<file path="config.mk">
export PLATFORM = sky130hd
export DESIGN_NAME = transceiver_ctrl_status_timing
export DESIGN_NICKNAME = d
export VERILOG_FILES = /design/src/include/xcvr_pkg.sv /design/src/logic/transceiver_ctrl_status_timing.sv
export SDC_FILE = /design/constraint.sdc
export NUM_CORES = 1
export LEC_CHECK = 0
export BUFFER_PORTS_ARGS = -buffer_cell sky130_fd_sc_hd__buf_2
export CAP_MARGIN = 25
export CORE_MARGIN = 2
export CORE_UTILIZATION = 45
export DETAILED_ROUTE_END_ITERATION = 7
export PLACE_DENSITY = 0.65
export SLEW_MARGIN = 5
export SYNTH_ARGS = -nofsm -noshare
export SYNTH_HDL_FRONTEND = slang
export SYNTH_SLANG_ARGS = --single-unit
</file>
<file path="constraint.sdc">
create_clock -name clk -period 4.4 [get_ports clk]
set_input_delay 0.66 -clock clk [delete_from_list [all_inputs] [get_ports clk]]
set_output_delay 0.66 -clock clk [all_outputs]
set_load 0.005 [all_outputs]
</file>
<file path="src/include/xcvr_pkg.sv">
`default_nettype none
package xcvr_pkg;
    // clock and timing
    localparam int unsigned CLK_MHZ = 100;
    localparam int unsigned DIS_HOLD_US = 10;
    localparam int unsigned DIS_HOLD_CYC = DIS_HOLD_US * CLK_MHZ;
    localparam int unsigned SERIAL_READY_MS = 300;
    localparam int unsigned SERIAL_READY_CYC_DEF =
        SERIAL_READY_MS * 1000 * CLK_MHZ;
    localparam int unsigned HOLD_W = 11;
    localparam int unsigned READY_W = 32;

    // serial bus device addresses, 7-bit form
    localparam logic [6:0] DEV_ID = 7'h50;
    localparam logic [6:0] DEV_DIAG = 7'h51;

    // register offsets in the diagnostic map
    localparam logic [7:0] OFS_CTL = 8'h6E;
    localparam logic [7:0] OFS_EXT = 8'h76;
    localparam logic [7:0] BYTE_ZERO = 8'h00;

    // control/status byte fields
    localparam int CTL_HW_DIS = 7;
    localparam int CTL_SOFT_DIS = 6;
    localparam int CTL_HW_SS2 = 5;
    localparam int CTL_HW_SS1 = 4;
    localparam int CTL_SOFT_SS1 = 3;
    localparam int CTL_FAULT = 2;
    localparam int CTL_LOST = 1;
    localparam int CTL_READY = 0;
    // extended control byte field
    localparam int EXT_SOFT_SS2 = 3;

    // positions in the synchronised input vector
    localparam int IN_SCL = 0;
    localparam int IN_SDA = 1;
    localparam int IN_DIS = 2;
    localparam int IN_SS1 = 3;
    localparam int IN_SS2 = 4;
    localparam int IN_FLT = 5;
    localparam int IN_SIG = 6;
    localparam int IN_MON = 7;
    localparam int IN_W = 8;

    localparam logic [3:0] BITS_PER_BYTE = 4'h8;

    // serial bus slave states
    typedef enum logic [2:0] {
        st_idle,
        st_dev,
        st_word,
        st_wdata,
        st_rdata
    } bus_state_t;

    // analog front end status toward the logic
    typedef struct packed {
        logic monitor_ok;
        logic signal_present;
        logic laser_fault_detect;
    } optics_in_t;

    // controls toward laser driver and recovery circuits
    typedef struct packed {
        logic laser_enable;
        logic first_cdr_engage;
        logic second_cdr_engage;
    } optics_out_t;
endpackage : xcvr_pkg
`default_nettype wire

</file>
<file path="src/logic/transceiver_ctrl_status_timing.sv">
// Functional notes
// - hardware laser-off rise kills light within 10us
// - hardware laser-off fall restores light within 1ms
// - initialization done within 300ms, fault cleared
// - laser fault pin raised within 100us
// - signal-lost pin raised within 100us of loss
// - signal-lost pin dropped within 100us of return
// - speed select high engages recovery within 1ms
// - speed select low bypasses recovery within 1ms
// - soft laser-off bit kills light within 100ms
// - clearing soft laser-off restores light within 100ms
// - soft fault bit set within 100ms
// - soft signal-lost bit tracks input within 100ms
// - soft speed bits steer recovery within 100ms
// - data-ready bit set within 1000ms
// - serial bus usable within 300ms of power-on
// - internal write finishes within 40ms or 80ms
`default_nettype none
module transceiver_ctrl_status_timing #(
    parameter int unsigned SERIAL_READY_CYC = xcvr_pkg::SERIAL_READY_CYC_DEF
) (
    // clock and power-on reset
    input wire logic clk,
    input wire logic rst_b,
    // host pins
    input wire logic tx_disable,
    input wire logic first_speed_select,
    input wire logic second_speed_select,
    output logic laser_fault,
    output logic signal_lost_flag,
    // two-wire serial bus, open drain data
    input wire logic scl,
    input wire logic sda_in,
    output logic sda_out,
    output logic sda_oe,
    // optics side
    input wire xcvr_pkg::optics_in_t optics,
    output xcvr_pkg::optics_out_t ctrl
);
    localparam int W = xcvr_pkg::IN_W;

    // three-stage synchroniser with agreement filter
    logic [W-1:0] raw, s1, s2, s3, stable, prev;
    logic [W-1:0] next_s1, next_s2, next_s3, next_stable, next_prev;

    assign raw = {optics.monitor_ok, optics.signal_present,
                  optics.laser_fault_detect, second_speed_select,
                  first_speed_select, tx_disable, sda_in, scl};

    // a bit moves only once the two later stages agree
    always_comb begin
        next_s1 = raw;
        next_s2 = s1;
        next_s3 = s2;
        next_prev = stable;
        for (int i = 0; i < W; i++) begin
            next_stable[i] = (s2[i] == s3[i]) ? s2[i] : stable[i];
        end
    end

    // scl/sda idle high, so they reset high to avoid a false start
    always_ff @(posedge clk or negedge rst_b) begin
        if (!rst_b) begin
            s1 <= 8'h03;
            s2 <= 8'h03;
            s3 <= 8'h03;
            stable <= 8'h03;
            prev <= 8'h03;
        end else begin
            s1 <= next_s1;
            s2 <= next_s2;
            s3 <= next_s3;
            stable <= next_stable;
            prev <= next_prev;
        end
    end

    // bus conditions seen on the filtered lines
    logic scl_rise, scl_fall, bus_start, bus_stop, sda_now;
    assign sda_now = stable[xcvr_pkg::IN_SDA];
    assign scl_rise = stable[xcvr_pkg::IN_SCL] & ~prev[xcvr_pkg::IN_SCL];
    assign scl_fall = ~stable[xcvr_pkg::IN_SCL] & prev[xcvr_pkg::IN_SCL];
    assign bus_start = stable[xcvr_pkg::IN_SCL] & prev[xcvr_pkg::IN_SCL]
                       & prev[xcvr_pkg::IN_SDA] & ~sda_now;
    assign bus_stop = stable[xcvr_pkg::IN_SCL] & prev[xcvr_pkg::IN_SCL]
                      & ~prev[xcvr_pkg::IN_SDA] & sda_now;

    logic dis_now, dis_fall;
    assign dis_now = stable[xcvr_pkg::IN_DIS];
    assign dis_fall = ~dis_now & prev[xcvr_pkg::IN_DIS];

    // control state
    logic [xcvr_pkg::READY_W-1:0] ready_cnt, next_ready_cnt;
    logic bus_ready, next_bus_ready;
    logic [xcvr_pkg::HOLD_W-1:0] hold_cnt, next_hold_cnt;
    logic fault_lat, next_fault_lat;
    logic soft_dis, soft_ss1, soft_ss2;
    logic next_soft_dis, next_soft_ss1, next_soft_ss2;
    logic next_laser_fault, next_lost, next_ready_bit, data_ready;
    xcvr_pkg::optics_out_t next_ctrl;

    // staged write data, applied at the stop condition
    logic stg_dis, stg_ss1, stg_ss2, stg_ctl, stg_ext;
    logic commit_ctl, commit_ext;

    always_comb begin
        // bus stays deaf until the power-on settle time expires
        next_ready_cnt = ready_cnt;
        next_bus_ready = bus_ready;
        if (ready_cnt >= (xcvr_pkg::READY_W)'(SERIAL_READY_CYC)) begin
            next_bus_ready = 1'b1;
        end else begin
            next_ready_cnt = ready_cnt + 32'h0000_0001;
        end
        // time how long laser-off has been held high
        next_hold_cnt = hold_cnt;
        if (!dis_now) begin
            next_hold_cnt = '0;
        end else if (hold_cnt < (xcvr_pkg::HOLD_W)'(xcvr_pkg::DIS_HOLD_CYC)) begin
            next_hold_cnt = hold_cnt + 11'h001;
        end
        // a new fault wins over a clear in the same cycle
        next_fault_lat = fault_lat;
        if (dis_fall
            && hold_cnt >= (xcvr_pkg::HOLD_W)'(xcvr_pkg::DIS_HOLD_CYC)) begin
            next_fault_lat = 1'b0;
        end
        if (stable[xcvr_pkg::IN_FLT]) begin
            next_fault_lat = 1'b1;
        end
        // soft bits update when a write is committed
        next_soft_dis = commit_ctl ? stg_dis : soft_dis;
        next_soft_ss1 = commit_ctl ? stg_ss1 : soft_ss1;
        next_soft_ss2 = commit_ext ? stg_ss2 : soft_ss2;
        next_laser_fault = next_fault_lat;
        next_lost = ~stable[xcvr_pkg::IN_SIG];
        next_ready_bit = stable[xcvr_pkg::IN_MON];
        // light needs no request, no soft request and no fault
        next_ctrl.laser_enable = ~dis_now & ~next_soft_dis
                                 & ~next_fault_lat;
        next_ctrl.first_cdr_engage = stable[xcvr_pkg::IN_SS1]
                                     | next_soft_ss1;
        next_ctrl.second_cdr_engage = stable[xcvr_pkg::IN_SS2]
                                      | next_soft_ss2;
    end

    // power-on reset clears the fault and starts initialization
    always_ff @(posedge clk or negedge rst_b) begin
        if (!rst_b) begin
            ready_cnt <= '0;
            bus_ready <= 1'b0;
            hold_cnt <= '0;
            fault_lat <= 1'b0;
            soft_dis <= 1'b0;
            soft_ss1 <= 1'b0;
            soft_ss2 <= 1'b0;
            laser_fault <= 1'b0;
            signal_lost_flag <= 1'b1;
            data_ready <= 1'b0;
            ctrl <= '0;
        end else begin
            ready_cnt <= next_ready_cnt;
            bus_ready <= next_bus_ready;
            hold_cnt <= next_hold_cnt;
            fault_lat <= next_fault_lat;
            soft_dis <= next_soft_dis;
            soft_ss1 <= next_soft_ss1;
            soft_ss2 <= next_soft_ss2;
            laser_fault <= next_laser_fault;
            signal_lost_flag <= next_lost;
            data_ready <= next_ready_bit;
            ctrl <= next_ctrl;
        end
    end

    // register read view
    logic [7:0] ctl_byte, ext_byte;
    always_comb begin
        ctl_byte = xcvr_pkg::BYTE_ZERO;
        ctl_byte[xcvr_pkg::CTL_HW_DIS] = dis_now;
        ctl_byte[xcvr_pkg::CTL_SOFT_DIS] = soft_dis;
        ctl_byte[xcvr_pkg::CTL_HW_SS2] = stable[xcvr_pkg::IN_SS2];
        ctl_byte[xcvr_pkg::CTL_HW_SS1] = stable[xcvr_pkg::IN_SS1];
        ctl_byte[xcvr_pkg::CTL_SOFT_SS1] = soft_ss1;
        ctl_byte[xcvr_pkg::CTL_FAULT] = fault_lat;
        ctl_byte[xcvr_pkg::CTL_LOST] = signal_lost_flag;
        ctl_byte[xcvr_pkg::CTL_READY] = data_ready;
        ext_byte = xcvr_pkg::BYTE_ZERO;
        ext_byte[xcvr_pkg::EXT_SOFT_SS2] = soft_ss2;
    end

    // serial bus slave state
    xcvr_pkg::bus_state_t state, next_state;
    logic [3:0] bitcnt, next_bitcnt;
    logic [7:0] shreg, next_shreg, ptr, next_ptr, rd_byte;
    logic ack_phase, next_ack_phase, sel_diag, next_sel_diag;
    logic next_sda_oe;
    logic next_stg_dis, next_stg_ss1, next_stg_ss2;
    logic next_stg_ctl, next_stg_ext;

    // identity memory is held elsewhere, so it reads as zero here
    always_comb begin
        if (!sel_diag) begin
            rd_byte = xcvr_pkg::BYTE_ZERO;
        end else if (ptr == xcvr_pkg::OFS_CTL) begin
            rd_byte = ctl_byte;
        end else if (ptr == xcvr_pkg::OFS_EXT) begin
            rd_byte = ext_byte;
        end else begin
            rd_byte = xcvr_pkg::BYTE_ZERO;
        end
    end

    assign commit_ctl = bus_stop & stg_ctl;
    assign commit_ext = bus_stop & stg_ext;

    always_comb begin
        next_state = state;
        next_bitcnt = bitcnt;
        next_shreg = shreg;
        next_ptr = ptr;
        next_ack_phase = ack_phase;
        next_sel_diag = sel_diag;
        next_sda_oe = sda_oe;
        next_stg_dis = stg_dis;
        next_stg_ss1 = stg_ss1;
        next_stg_ss2 = stg_ss2;
        next_stg_ctl = stg_ctl;
        next_stg_ext = stg_ext;
        if (bus_start) begin
            // a repeated start keeps staged data until the stop
            next_state = xcvr_pkg::st_dev;
            next_bitcnt = '0;
            next_ack_phase = 1'b0;
            next_sda_oe = 1'b0;
        end else if (bus_stop) begin
            // staged bytes go live right here, far inside the limit
            next_state = xcvr_pkg::st_idle;
            next_sda_oe = 1'b0;
            next_stg_ctl = 1'b0;
            next_stg_ext = 1'b0;
        end else if (state == xcvr_pkg::st_idle) begin
            next_sda_oe = 1'b0;
        end else if (scl_rise) begin
            if (ack_phase) begin
                // master nack ends a read
                if (state == xcvr_pkg::st_rdata && sda_now) begin
                    next_state = xcvr_pkg::st_idle;
                end
            end else if (bitcnt < xcvr_pkg::BITS_PER_BYTE) begin
                next_shreg = {shreg[6:0], sda_now};
                next_bitcnt = bitcnt + 4'h1;
            end
        end else if (scl_fall) begin
            if (ack_phase) begin
                next_ack_phase = 1'b0;
                next_bitcnt = '0;
                next_sda_oe = 1'b0;
                if (state == xcvr_pkg::st_rdata) begin
                    next_shreg = rd_byte;
                    next_sda_oe = ~rd_byte[7];
                end
            end else if (bitcnt == xcvr_pkg::BITS_PER_BYTE) begin
                next_ack_phase = 1'b1;
                next_sda_oe = 1'b1;
                case (state)
                    xcvr_pkg::st_dev: begin
                        if (bus_ready && (shreg[7:1] == xcvr_pkg::DEV_ID
                            || shreg[7:1] == xcvr_pkg::DEV_DIAG)) begin
                            next_sel_diag = shreg[7:1] == xcvr_pkg::DEV_DIAG;
                            next_state = shreg[0] ? xcvr_pkg::st_rdata
                                                  : xcvr_pkg::st_word;
                        end else begin
                            next_state = xcvr_pkg::st_idle;
                            next_sda_oe = 1'b0;
                        end
                    end
                    xcvr_pkg::st_word: begin
                        next_ptr = shreg;
                        next_state = xcvr_pkg::st_wdata;
                    end
                    xcvr_pkg::st_wdata: begin
                        if (sel_diag && ptr == xcvr_pkg::OFS_CTL) begin
                            next_stg_dis = shreg[xcvr_pkg::CTL_SOFT_DIS];
                            next_stg_ss1 = shreg[xcvr_pkg::CTL_SOFT_SS1];
                            next_stg_ctl = 1'b1;
                        end else if (sel_diag && ptr == xcvr_pkg::OFS_EXT) begin
                            next_stg_ss2 = shreg[xcvr_pkg::EXT_SOFT_SS2];
                            next_stg_ext = 1'b1;
                        end
                        next_ptr = ptr + 8'h01;
                    end
                    xcvr_pkg::st_rdata: begin
                        // release the line for the master's ack
                        next_sda_oe = 1'b0;
                        next_ptr = ptr + 8'h01;
                    end
                    default: begin
                        next_state = xcvr_pkg::st_idle;
                        next_sda_oe = 1'b0;
                    end
                endcase
            end else if (state == xcvr_pkg::st_rdata) begin
                next_sda_oe = ~shreg[7];
            end
        end
    end

    always_ff @(posedge clk or negedge rst_b) begin
        if (!rst_b) begin
            state <= xcvr_pkg::st_idle;
            bitcnt <= '0;
            shreg <= '0;
            ptr <= '0;
            ack_phase <= 1'b0;
            sel_diag <= 1'b0;
            sda_oe <= 1'b0;
            sda_out <= 1'b0;
            stg_dis <= 1'b0;
            stg_ss1 <= 1'b0;
            stg_ss2 <= 1'b0;
            stg_ctl <= 1'b0;
            stg_ext <= 1'b0;
        end else begin
            state <= next_state;
            bitcnt <= next_bitcnt;
            shreg <= next_shreg;
            ptr <= next_ptr;
            ack_phase <= next_ack_phase;
            sel_diag <= next_sel_diag;
            sda_oe <= next_sda_oe;
            sda_out <= 1'b0; // open drain only ever pulls low
            stg_dis <= next_stg_dis;
            stg_ss1 <= next_stg_ss1;
            stg_ss2 <= next_stg_ss2;
            stg_ctl <= next_stg_ctl;
            stg_ext <= next_stg_ext;
        end
    end
endmodule : transceiver_ctrl_status_timing
`default_nettype wire

</file>
Word-level counts from Yosys, hierarchy flattened
Index checks and enable logic that the tools add are counted.
{ "totals": {"register_bits": 119, "in_bits": 10, "word_cells": 217, "out_inout_bits": 7} }
{ "classes": {"reduce_logical": 36, "bitwise_logic": 30, "magnitude_cmp": 4, "eq_ne": 35, "add_sub_neg": 4, "muxes": 72} }
{ "ops": {"columns": ["operator", "n"], "rows": [
  ["$mux 8", 8],
  ["$mux 1", 39],
  ["$mux 4", 9],
  ["$mux 3", 11],
  ["$add 32x1->32 const B", 1],
  ["$ge 32x25->1 const B", 1],
  ["$reduce_and 9->1", 3],
  ["$reduce_and 8->1", 3],
  ["$mux 11", 2],
  ["$reduce_bool 2->1", 10],
  ["$eq 8x7->1 const B", 2],
  ["$ne 4x1->1 const B", 4],
  ["$not 1->1", 16],
  ["$pmux 8 s2", 1],
  ["$eq 7x7->1 const B", 2],
  ["$and 1x1->1", 12],
  ["$ne 2x2->1 const B", 6],
  ["$reduce_bool 4->1", 3],
  ["$add 11x1->11 const B", 1],
  ["$ge 11x10->1 const B", 1],
  ["$lt 11x10->1 const B", 1],
  ["$reduce_and 10->1", 1],
  ["$pmux 3 s3", 1],
  ["$add 8x1->8 const B", 1],
  ["23 further kinds", 42]
]} }

Logic depth before layout (Yosys ltp)
Gate-level depths: netlist of the first run.
{ "logic_depth": {"ltp_word": 12, "mapped_depth": 9, "mapped_depth_nobuf": 7} }

Worst setup path before layout of the first run
OpenSTA, ideal clock, no wires.
{ "synth_timing": {"kind": "reg-to-reg", "startpoint": "register prev[0]", "endpoint": "register ptr[4]", "synth_period_minus_slack_ns": 2.099, "t_required_ns": 4.264, "setup_time_ns": 0.136, "setup_slack_ns": 2.301, "n_path_buf": 2, "path_stages_with_launch": 10, "arrival_time_ns": 1.963, "cell_sequence": "dfstp_2 -> inv_1 -> ha_1 -> clkbuf_1 -> nand2b_1 -> nor3_1 -> nand3_1 -> clkbuf_1 -> o21ai_0 -> o21ai_0"} }
{ "synth_between": {"elab_chain_len": 5, "elab_cells_between_ends": 12, "cone_classes": "11 x bitwise; 1 x reduce/logical"} }
{ "synth_lines": {"columns": ["item", "line_no", "rtl"], "rows": [
  ["start: declaration", "transceiver_ctrl_status_timing.sv:43", "logic [W-1:0] raw, s1, s2, s3, stable, prev;"],
  ["start signal: assignment", "transceiver_ctrl_status_timing.sv:74", "prev <= next_prev;"],
  ["$and 1x1->1", "transceiver_ctrl_status_timing.sv:83, transceiver_ctrl_status_timing.sv:85", null],
  ["$and 1x1->1 (on tied branches) (2 in a row)", "transceiver_ctrl_status_timing.sv:86, transceiver_ctrl_status_timing.sv:84", null],
  ["$not 1->1 (no line)", null, null],
  ["$reduce_and 8->1 (no line) (*)", null, null],
  ["end signal: assignment", "transceiver_ctrl_status_timing.sv:328", "ptr <= next_ptr;"],
  ["end: declaration", "transceiver_ctrl_status_timing.sv:195", "logic [7:0] shreg, next_shreg, ptr, next_ptr, rd_byte;"]
]} }
Every way passes the cells marked *; elsewhere a longest branch is shown, timed or not.
A chain may end at the register's enable or synchronous reset.

Worst setup path in the final report of the first run
{ "layout_timing": {"startpoint": "register prev[0]", "endpoint": "register ptr[7]"} }
The elaborated chain is that of the path after synthesis.

==> results of run 1 <==
==> final timing paths <==
| path | cells past startpoint | from | end |
|---|---|---|---|
| setup / recovery | 7 | prev[0] | ptr[7] |
| hold / removal | 1 | rst_b | bitcnt[2] |
| setup reg to reg | 7 | prev[0] | ptr[7] |
| hold reg to reg | 0 | next_s2[4] | next_s3[4] |
| max in group asynchronous | 3 | rst_b | ready_cnt[17] |
| min in group clk | 0 | next_s2[4] | next_s3[4] |
==> cell families (layout without fill, tap and decap cells) <==
family / Yosys count / after routing / share of synthesized area
and+or+nand+nor: 181 / 181 / 0.193
DFF: 119 / 119 / 0.568
AOI/OAI and AO/OA: 65 / 65 / 0.0868
buffers and inverters: 34 / 63 / 0.0254
xor gates and xnor gates: 32 / 32 / 0.0532
adders and majority gates: 20 / 20 / 0.0437
muxes: 14 / 14 / 0.0292
other: 1 / 1 / 0.000712
==> power by group through the flow <==
stage	Sequential (mW)	Combinational (mW)	Clock, mW
after floorplan	1.17	0.0578	0
after global placement	1.18	0.0930	0
after CTS	1.16	0.0955	1.49
final	1.16	0.0951	1.46
after global routing	1.16	0.109	1.55
after detailed placement	1.18	0.0947	0
==> sequential cells by signal (all words and copies together), names as in the netlist, 3 cells and up <==
name,count
next_s3,8
next_s2,8
ptr,8
shreg,8
next_prev,8
ready_cnt,32
bitcnt,4
prev,3
s3,8
state,3
ctrl,3
hold_cnt,11
==> per-layer routing <==
layer  global-route usage  up-vias  wire length [um]
met5                    0        -                 0
li1                     -     1670                 -
met4               0.0756        0               155
met3               0.0529       14               360
met2                0.250       51              4380
met1                0.225     1696              4570
==> cell type report <==
type                    count  area (um2)
clock buffers              18         439
clock inverters            14         200
fillers                  1000        5300
inverters                  11        41.3
multi-input cells         313        2140
flip-flops and latches    119        2990
well taps                 143         179
repair buffers             20         128
==> cells in the final DEF (no fill, tap or decap), drive strengths merged, types with 3 or more instances in the layout <==
| cell type | instances |
|---|---|
| a2111oi | 3 |
| a211oi | 3 |
| a21oi | 15 |
| a22oi | 4 |
| a2bb2oi | 3 |
| a31oi | 3 |
| and2 | 10 |
| and3 | 9 |
| and3b | 5 |
| and4 | 7 |
| buf | 20 |
| bufinv | 4 |
| clkbuf | 18 |
| clkinv | 6 |
| clkinvlp | 3 |
| dfrtp | 108 |
| dfstp | 11 |
| ha | 12 |
| inv | 12 |
| maj3 | 8 |
| mux2 | 11 |
| mux2i | 3 |
| nand2 | 43 |
| nand2b | 7 |
| nand3 | 22 |
| nand3b | 5 |
| nand4 | 8 |
| nor2 | 22 |
| nor2b | 11 |
| nor3 | 10 |
| nor4 | 7 |
| o21ai | 16 |
| o22a | 3 |
| o22ai | 3 |
| or2 | 4 |
| xnor2 | 25 |
| xor2 | 7 |
==> stage by stage <==
| stage | cells | util | hold slack, ns | instance area (um2) |
|---|---|---|---|---|
| 6_report | 638 | 0.536 | 0.183 | 6120 |
| 5_1_grt | 638 | 0.536 | 0.203 | 6120 |
| 4_1_cts | 637 | 0.534 | 0.328 | 6100 |
| 3_5_place_dp | 605 | 0.478 | 0.336 | 5460 |
| 3_3_place_gp | 605 | 0.478 | 0.335 | 5460 |
| 2_1_floorplan | 466 | - | 0.331 | 5260 |
==> summary.txt, run 1 <==
Setup path
  • Worst-case register-to-register setup slack: 1.67 ns
  • Biggest cell delay along the critical path: 0.56 ns
  • Critical Path Fanout Max: 29
  • CP arrival: 3.06 ns
  • Critical Setup Path Class: reg -> reg
  • Worst EP required: 4.73 ns
  • Count of buffer and inverter cells on the critical path: 1
  • Category of the worst setup path capture point: flop
  • Cell family contributing the most delay on the critical path: simple AND/OR/NAND/NOR gates
  • Slowest CP cell: dfstp_2
  • CP startpoint kind: flop
  • Critical-path cell list: inv_1 -> ha_1 -> nand2b_1 -> nor3_1 -> nand3_1 -> a21oi_1 -> a2bb2oi_1

Floorplan
  • Total die area: 12600 um2
  • Initial core utilization: 0.461
  • Die width: approximately 110 um
  • Die Height: approximately 110 um
  • Top-level port count: 17
  • Core region area: 11400 um2
  • Rows: 39

Yosys
  • Library cell with the highest instance count after synthesis: dfrtp_1
  • Post-synth EDFFs: 0
  • Fraction of registers with async set or reset after synthesis: 1.00
  • Cell types occupying the most area after synthesis: dfrtp_1 51%, dfstp_2 5.5%, xnor2_1 4.2%
  • Post-synthesis sequential area ratio: 0.568
  • Number of nets produced by synthesis: 488
  • Distinct cell type count after synthesis: 58
  • Avg Synthesized Cell Area: 11.3 um2
  • Most used flip-flop cell after synthesis: dfrtp_1
  • Synth cell count leaders: 108 x dfrtp_1, 43 x nand2_1, 25 x xnor2_1
  • Yosys top cell area share: 0.513
  • Cell count after synthesis: 466
  • #FFs+latches synth: approximately 120
  • Cell area after technology mapping: between 5000 and 6000 um2
  • Cell accounting for the most synthesized area: dfrtp_1
  • Synthesis warning total: 0

Pwr
  • Sequential power share: 0.426
  • Combinational power share: 0.035
  • Internal power: roughly 2.1 mW
  • Pwr dens: 444 nW/um2
  • Net load switching power: 0.584 mW
  • Switching power as a share of total power: 0.215
  • Leakage power: 2.73 nW
  • Total chip power: 2.72 mW
  • Clock network power share: 0.539
  • Max VDD drop: 0.233 mV

Clock tree
  • Post-CTS setup repair buffer count: 0
  • Sinks on Clock Net: 119
  • Clock latency reported for the late side of the worst-skew pair: 0.41 ns
  • Number of gates resized after cts: 0
  • Clock tree from TritonCTS: done
  • Hold buffer count at CTS: 0
  • Cell chosen for the clock root: clkbuf_16
  • H-tree level count: 4
  • Bufs on Longest Clock Path: 2
  • Clock buffers created by TritonCTS: 17
  • Clock-pin slew on the worst setup and hold paths: around 0.050 ns

Global routing
  • Aggregate global routing overflow: 0
  • Antenna violations before repair: 0
  • Number of global-route vias before repair: about 3500
  • GR Util All Layers: 0.167
  • Global-route wire length before repair: approximately 17 mm
  • Pin count of the biggest net entering global routing: 77

STA
  • Count of pins over their slew limit: 0
  • Post-route clock skew: 0.00428 ns
  • Worst setup margin: 1.67 ns
  • Ratio of final minimum period to clock period: 0.620
  • Headroom to the max-slew limit: 0.384
  • Final worst path period need: 2.73 ns
  • Total Neg Setup Slack: 0 ns
  • Highest clock rate: 0.366 GHz
  • Setup repair after global routing missed its margin: false
  • Pin slew with the least headroom to its limit: 0.900 ns
  • Setup-violating endpoint count in the final report: 0
  • Number of endpoints with negative hold slack in the final report: 0

Drt
  • Number of remaining DRC errors: 0
  • First-iteration detailed-routing DRC count: 197
  • Routed via count: roughly 3400
  • First-pass iteration count of the detailed router: 4
  • Final routed wire length divided by cell count: 14.8 um
  • Antenna viol nets, final: 0
  • Via/cell ratio: 5.38
  • Routed WL: 9.47 mm

Finish
  • Growth of design area from synthesis to finish: 16.2%
  • Number of nets in the finished design: 504
  • Share of final-layout standard cells stronger than drive strength 1: 0.178
  • # diodes: 0

Placed design
  • Global placer's final weighted congestion: 0.805
  • Placed wire-length estimate after detailed placement: 6.17 mm
  • IO Port Bufs: 15
  • Minimum setup slack after placement: 1.69 ns

Flow run
  • Count of max-cap constraint violations: 0

Min path
  • Class of the tightest hold or removal check: in -> async

Status
  • Status: completed
(Power assumes the default switching activity.)
==> run 2, diff against run 1 <==
Settings changed: ABC_AREA set to 1, PLACE_DENSITY 0.65 to 0.67.
Clock period 4.4 ns to 2.3 ns, I/O delays scaled along.
==> run 2 against run 1 <==
Sequential share of layout area shrank 5.5 points. Sequential power grew 92%. First-iteration DRC count grew 85%. Wire length grew 30%.
==> summary.txt, run 2 <==
Yosys
  • Synth cell count leaders: 278 x nand2_1, 108 x dfrtp_1, 74 x nor2_1
  • Yosys top cell area share: 0.446
  • Cell accounting for the most synthesized area: dfrtp_1
  • Distinct cell type count after synthesis: 39
  • Library cell with the highest instance count after synthesis: nand2_1
  • Cell area after technology mapping: around 6100 um2
  • Post-synthesis sequential area ratio: 0.494
  • Post-synth EDFFs: 0
  • Number of nets produced by synthesis: 771
  • Cell count after synthesis: 749
  • Most used flip-flop cell after synthesis: dfrtp_1
  • #FFs+latches synth: 119
  • Cell types occupying the most area after synthesis: dfrtp_1 45%, nand2_1 17%, dfstp_2 4.8%
  • Avg Synthesized Cell Area: 8.08 um2
  • Synthesis warning total: 0
  • Fraction of registers with async set or reset after synthesis: 1.00

Drt
  • Antenna viol nets, final: 0
  • Routed WL: 12.3 mm
  • Number of remaining DRC errors: 0
  • First-iteration detailed-routing DRC count: 365
  • Via/cell ratio: ~5.0
  • Routed via count: 4816
  • First-pass iteration count of the detailed router: 5
  • Final routed wire length divided by cell count: 12.8 um

STA
  • Count of pins over their slew limit: 0
  • Highest clock rate: 0.491 GHz
  • Final worst path period need: 2.04 ns
  • Total Neg Setup Slack: 0 ns
  • Pin slew with the least headroom to its limit: between 0.9 and 1 ns
  • Number of endpoints with negative hold slack in the final report: 0
  • Worst slack on hold paths: 0.0288 ns
  • Ratio of final minimum period to clock period: 0.886
  • Setup-violating endpoint count in the final report: 0
  • Setup repair after global routing missed its margin: false
  • Post-route clock skew: 0.00516 ns
  • Headroom to the max-slew limit: 0.389

Setup path
  • Category of the worst setup path capture point: flop
  • Worst EP required: 2.61 ns
  • Critical Path Fanout Max: 13
  • Critical Setup Path Class: reg -> reg
  • CP startpoint kind: flop
  • CP arrival: 2.35 ns

Global routing
  • GR Util All Layers: 0.185
  • Global-route wire length before repair: 21.2 mm
  • Number of global-route vias before repair: ~4600
  • Aggregate global routing overflow: 0
  • Pin count of the biggest net entering global routing: 44
  • Antenna violations before repair: 0

Finish
  • Top library cells by usage in the layout, fill and taps aside: 278 x nand2_1, 108 x dfrtp_1, 74 x nor2_1, 68 x inv_1, 36 x nand3_1
  • Number of nets in the finished design: 791
  • Biggest register: ready_cnt
  • Share of final-layout standard cells stronger than drive strength 1: 0.133
  • Filler cell count in the final layout: ~1200
  • Multi-input gate area: roughly 2700 um2
  • Growth of design area from synthesis to finish: 13.8%
  • Register Area: 2990 um2
  • Largest registers: ready_cnt: 32 flops, hold_cnt: 11 flops
  • Most common cell after layout, fill and taps aside: nand2_1
  • Cell Count, Final, Fillers Out: approximately 960
  • # diodes: 0
  • Max reg flops: 32

Flow run
  • Count of max-cap constraint violations: 0

Placed design
  • Post-placement cell count: approximately 900
  • Global placer's final weighted congestion: 0.931
  • Placed wire-length estimate after detailed placement: 8.48 mm
  • IO Port Bufs: 15

Clock tree
  • Cell chosen for the clock root: clkbuf_16
  • Clock tree from TritonCTS: done
  • Clock latency reported for the late side of the worst-skew pair: 0.42 ns
  • Post-CTS setup repair buffer count: 0
  • Clock buffers created by TritonCTS: 17
  • Bufs on Longest Clock Path: 2
  • Sinks on Clock Net: 119
  • H-tree level count: 4
  • Clock-pin slew on the worst setup and hold paths: 0.06 ns
  • Hold buffer count at CTS: 1
  • Number of gates resized after cts: 0

Pwr
  • Total chip power: 5.21 mW
  • Leakage power: 3.34 nW
  • Max VDD drop: 0.516 mV
  • Pwr dens: between 700 and 800 nW/um2

Floorplan
  • Top-level port count: 17
  • Die Height: 120 um
  • Die width: 120 um
  • Core region area: 13200 um2
  • Total die area: 14400 um2
  • Initial core utilization: 0.459
  • Rows: 42

Status
  • Status: completed

Min path
  • Class of the tightest hold or removal check: in -> reg
[run 2: layout make-up]
type                    instances  area share
flip-flops and latches        119       0.434
multi-input cells             540       0.386
clock buffers                  18      0.0637
inverters                      72      0.0392
well taps                     176      0.0320
clock inverters                14      0.0252
repair buffers                 19      0.0196
[run 2: power by group]
group / total (mW) / internal, mW / switching, mW
Sequential: 2.23 / 2.17 / 0.0555
Clock: 2.74 / 1.74 / 1.00
Combinational: 0.242 / 0.0797 / 0.162
[run 2: path summary, 6_finish.rpt]
| path | start | to | slack, ns | cells past startpoint |
|---|---|---|---|---|
| worst max-delay path | prev[0] | ptr[5] | 0.26 | 10 |
| worst min-delay path | sda_in | next_s2[1] | 0.03 | 1 |
| worst max register to register | prev[0] | ptr[5] | 0.26 | 10 |
| worst min register to register | next_s2[5] | next_s3[5] | 0.35 | 0 |
| max in group asynchronous | rst_b | signal_lost_flag | 1.17 | 3 |
| min in group asynchronous | rst_b | bitcnt[2] | 0.46 | 2 |
[run 2: logic make-up (layout without fill, tap and decap cells)]
kind of cell             after synthesis  count (layout)  share of synthesized area
AO/OA/AOI/OAI                         50              50                     0.0448
XOR/XNOR                              18              18                     0.0260
adder cells (fa/ha/maj)               20              20                     0.0380
buffers and inverters                 90             123                     0.0663
flip-flops                           119             119                      0.494
other                                  1               1                   0.000619
AND/OR/NAND/NOR                      451             451                      0.330
[run 2: critical path: stages, from the launching register on]
cell     delay (ns)
dfstp_2        0.56
inv_1          0.05
ha_1           0.20
inv_1          0.24
nand2_2        0.14
nor2_4         0.14
nand2_2        0.09
nor2_4         0.25
inv_1          0.13
nand2_1        0.08
nand2_1        0.05
[run 2: metal layers]
layer,global-route usage,part of all wire,up-vias
met4,0.104,0.027,0
met1,0.231,0.45,2283
met5,0,0,-
li1,-,-,2382
met3,0.0404,0.041,31
met2,0.297,0.49,120
[run 2: metrics by stage]
| stage | area, um2 | utilization | worst slack (ns) |
|---|---|---|---|
| global placement | 6270 | 0.475 | 0.363 |
| CTS | 6890 | 0.522 | 0.297 |
| detailed placement | 6270 | 0.475 | 0.321 |
| global route | 6890 | 0.522 | 0.0890 |
| floorplan | 6050 | - | 0.555 |
| finish | 6890 | 0.522 | 0.262 |
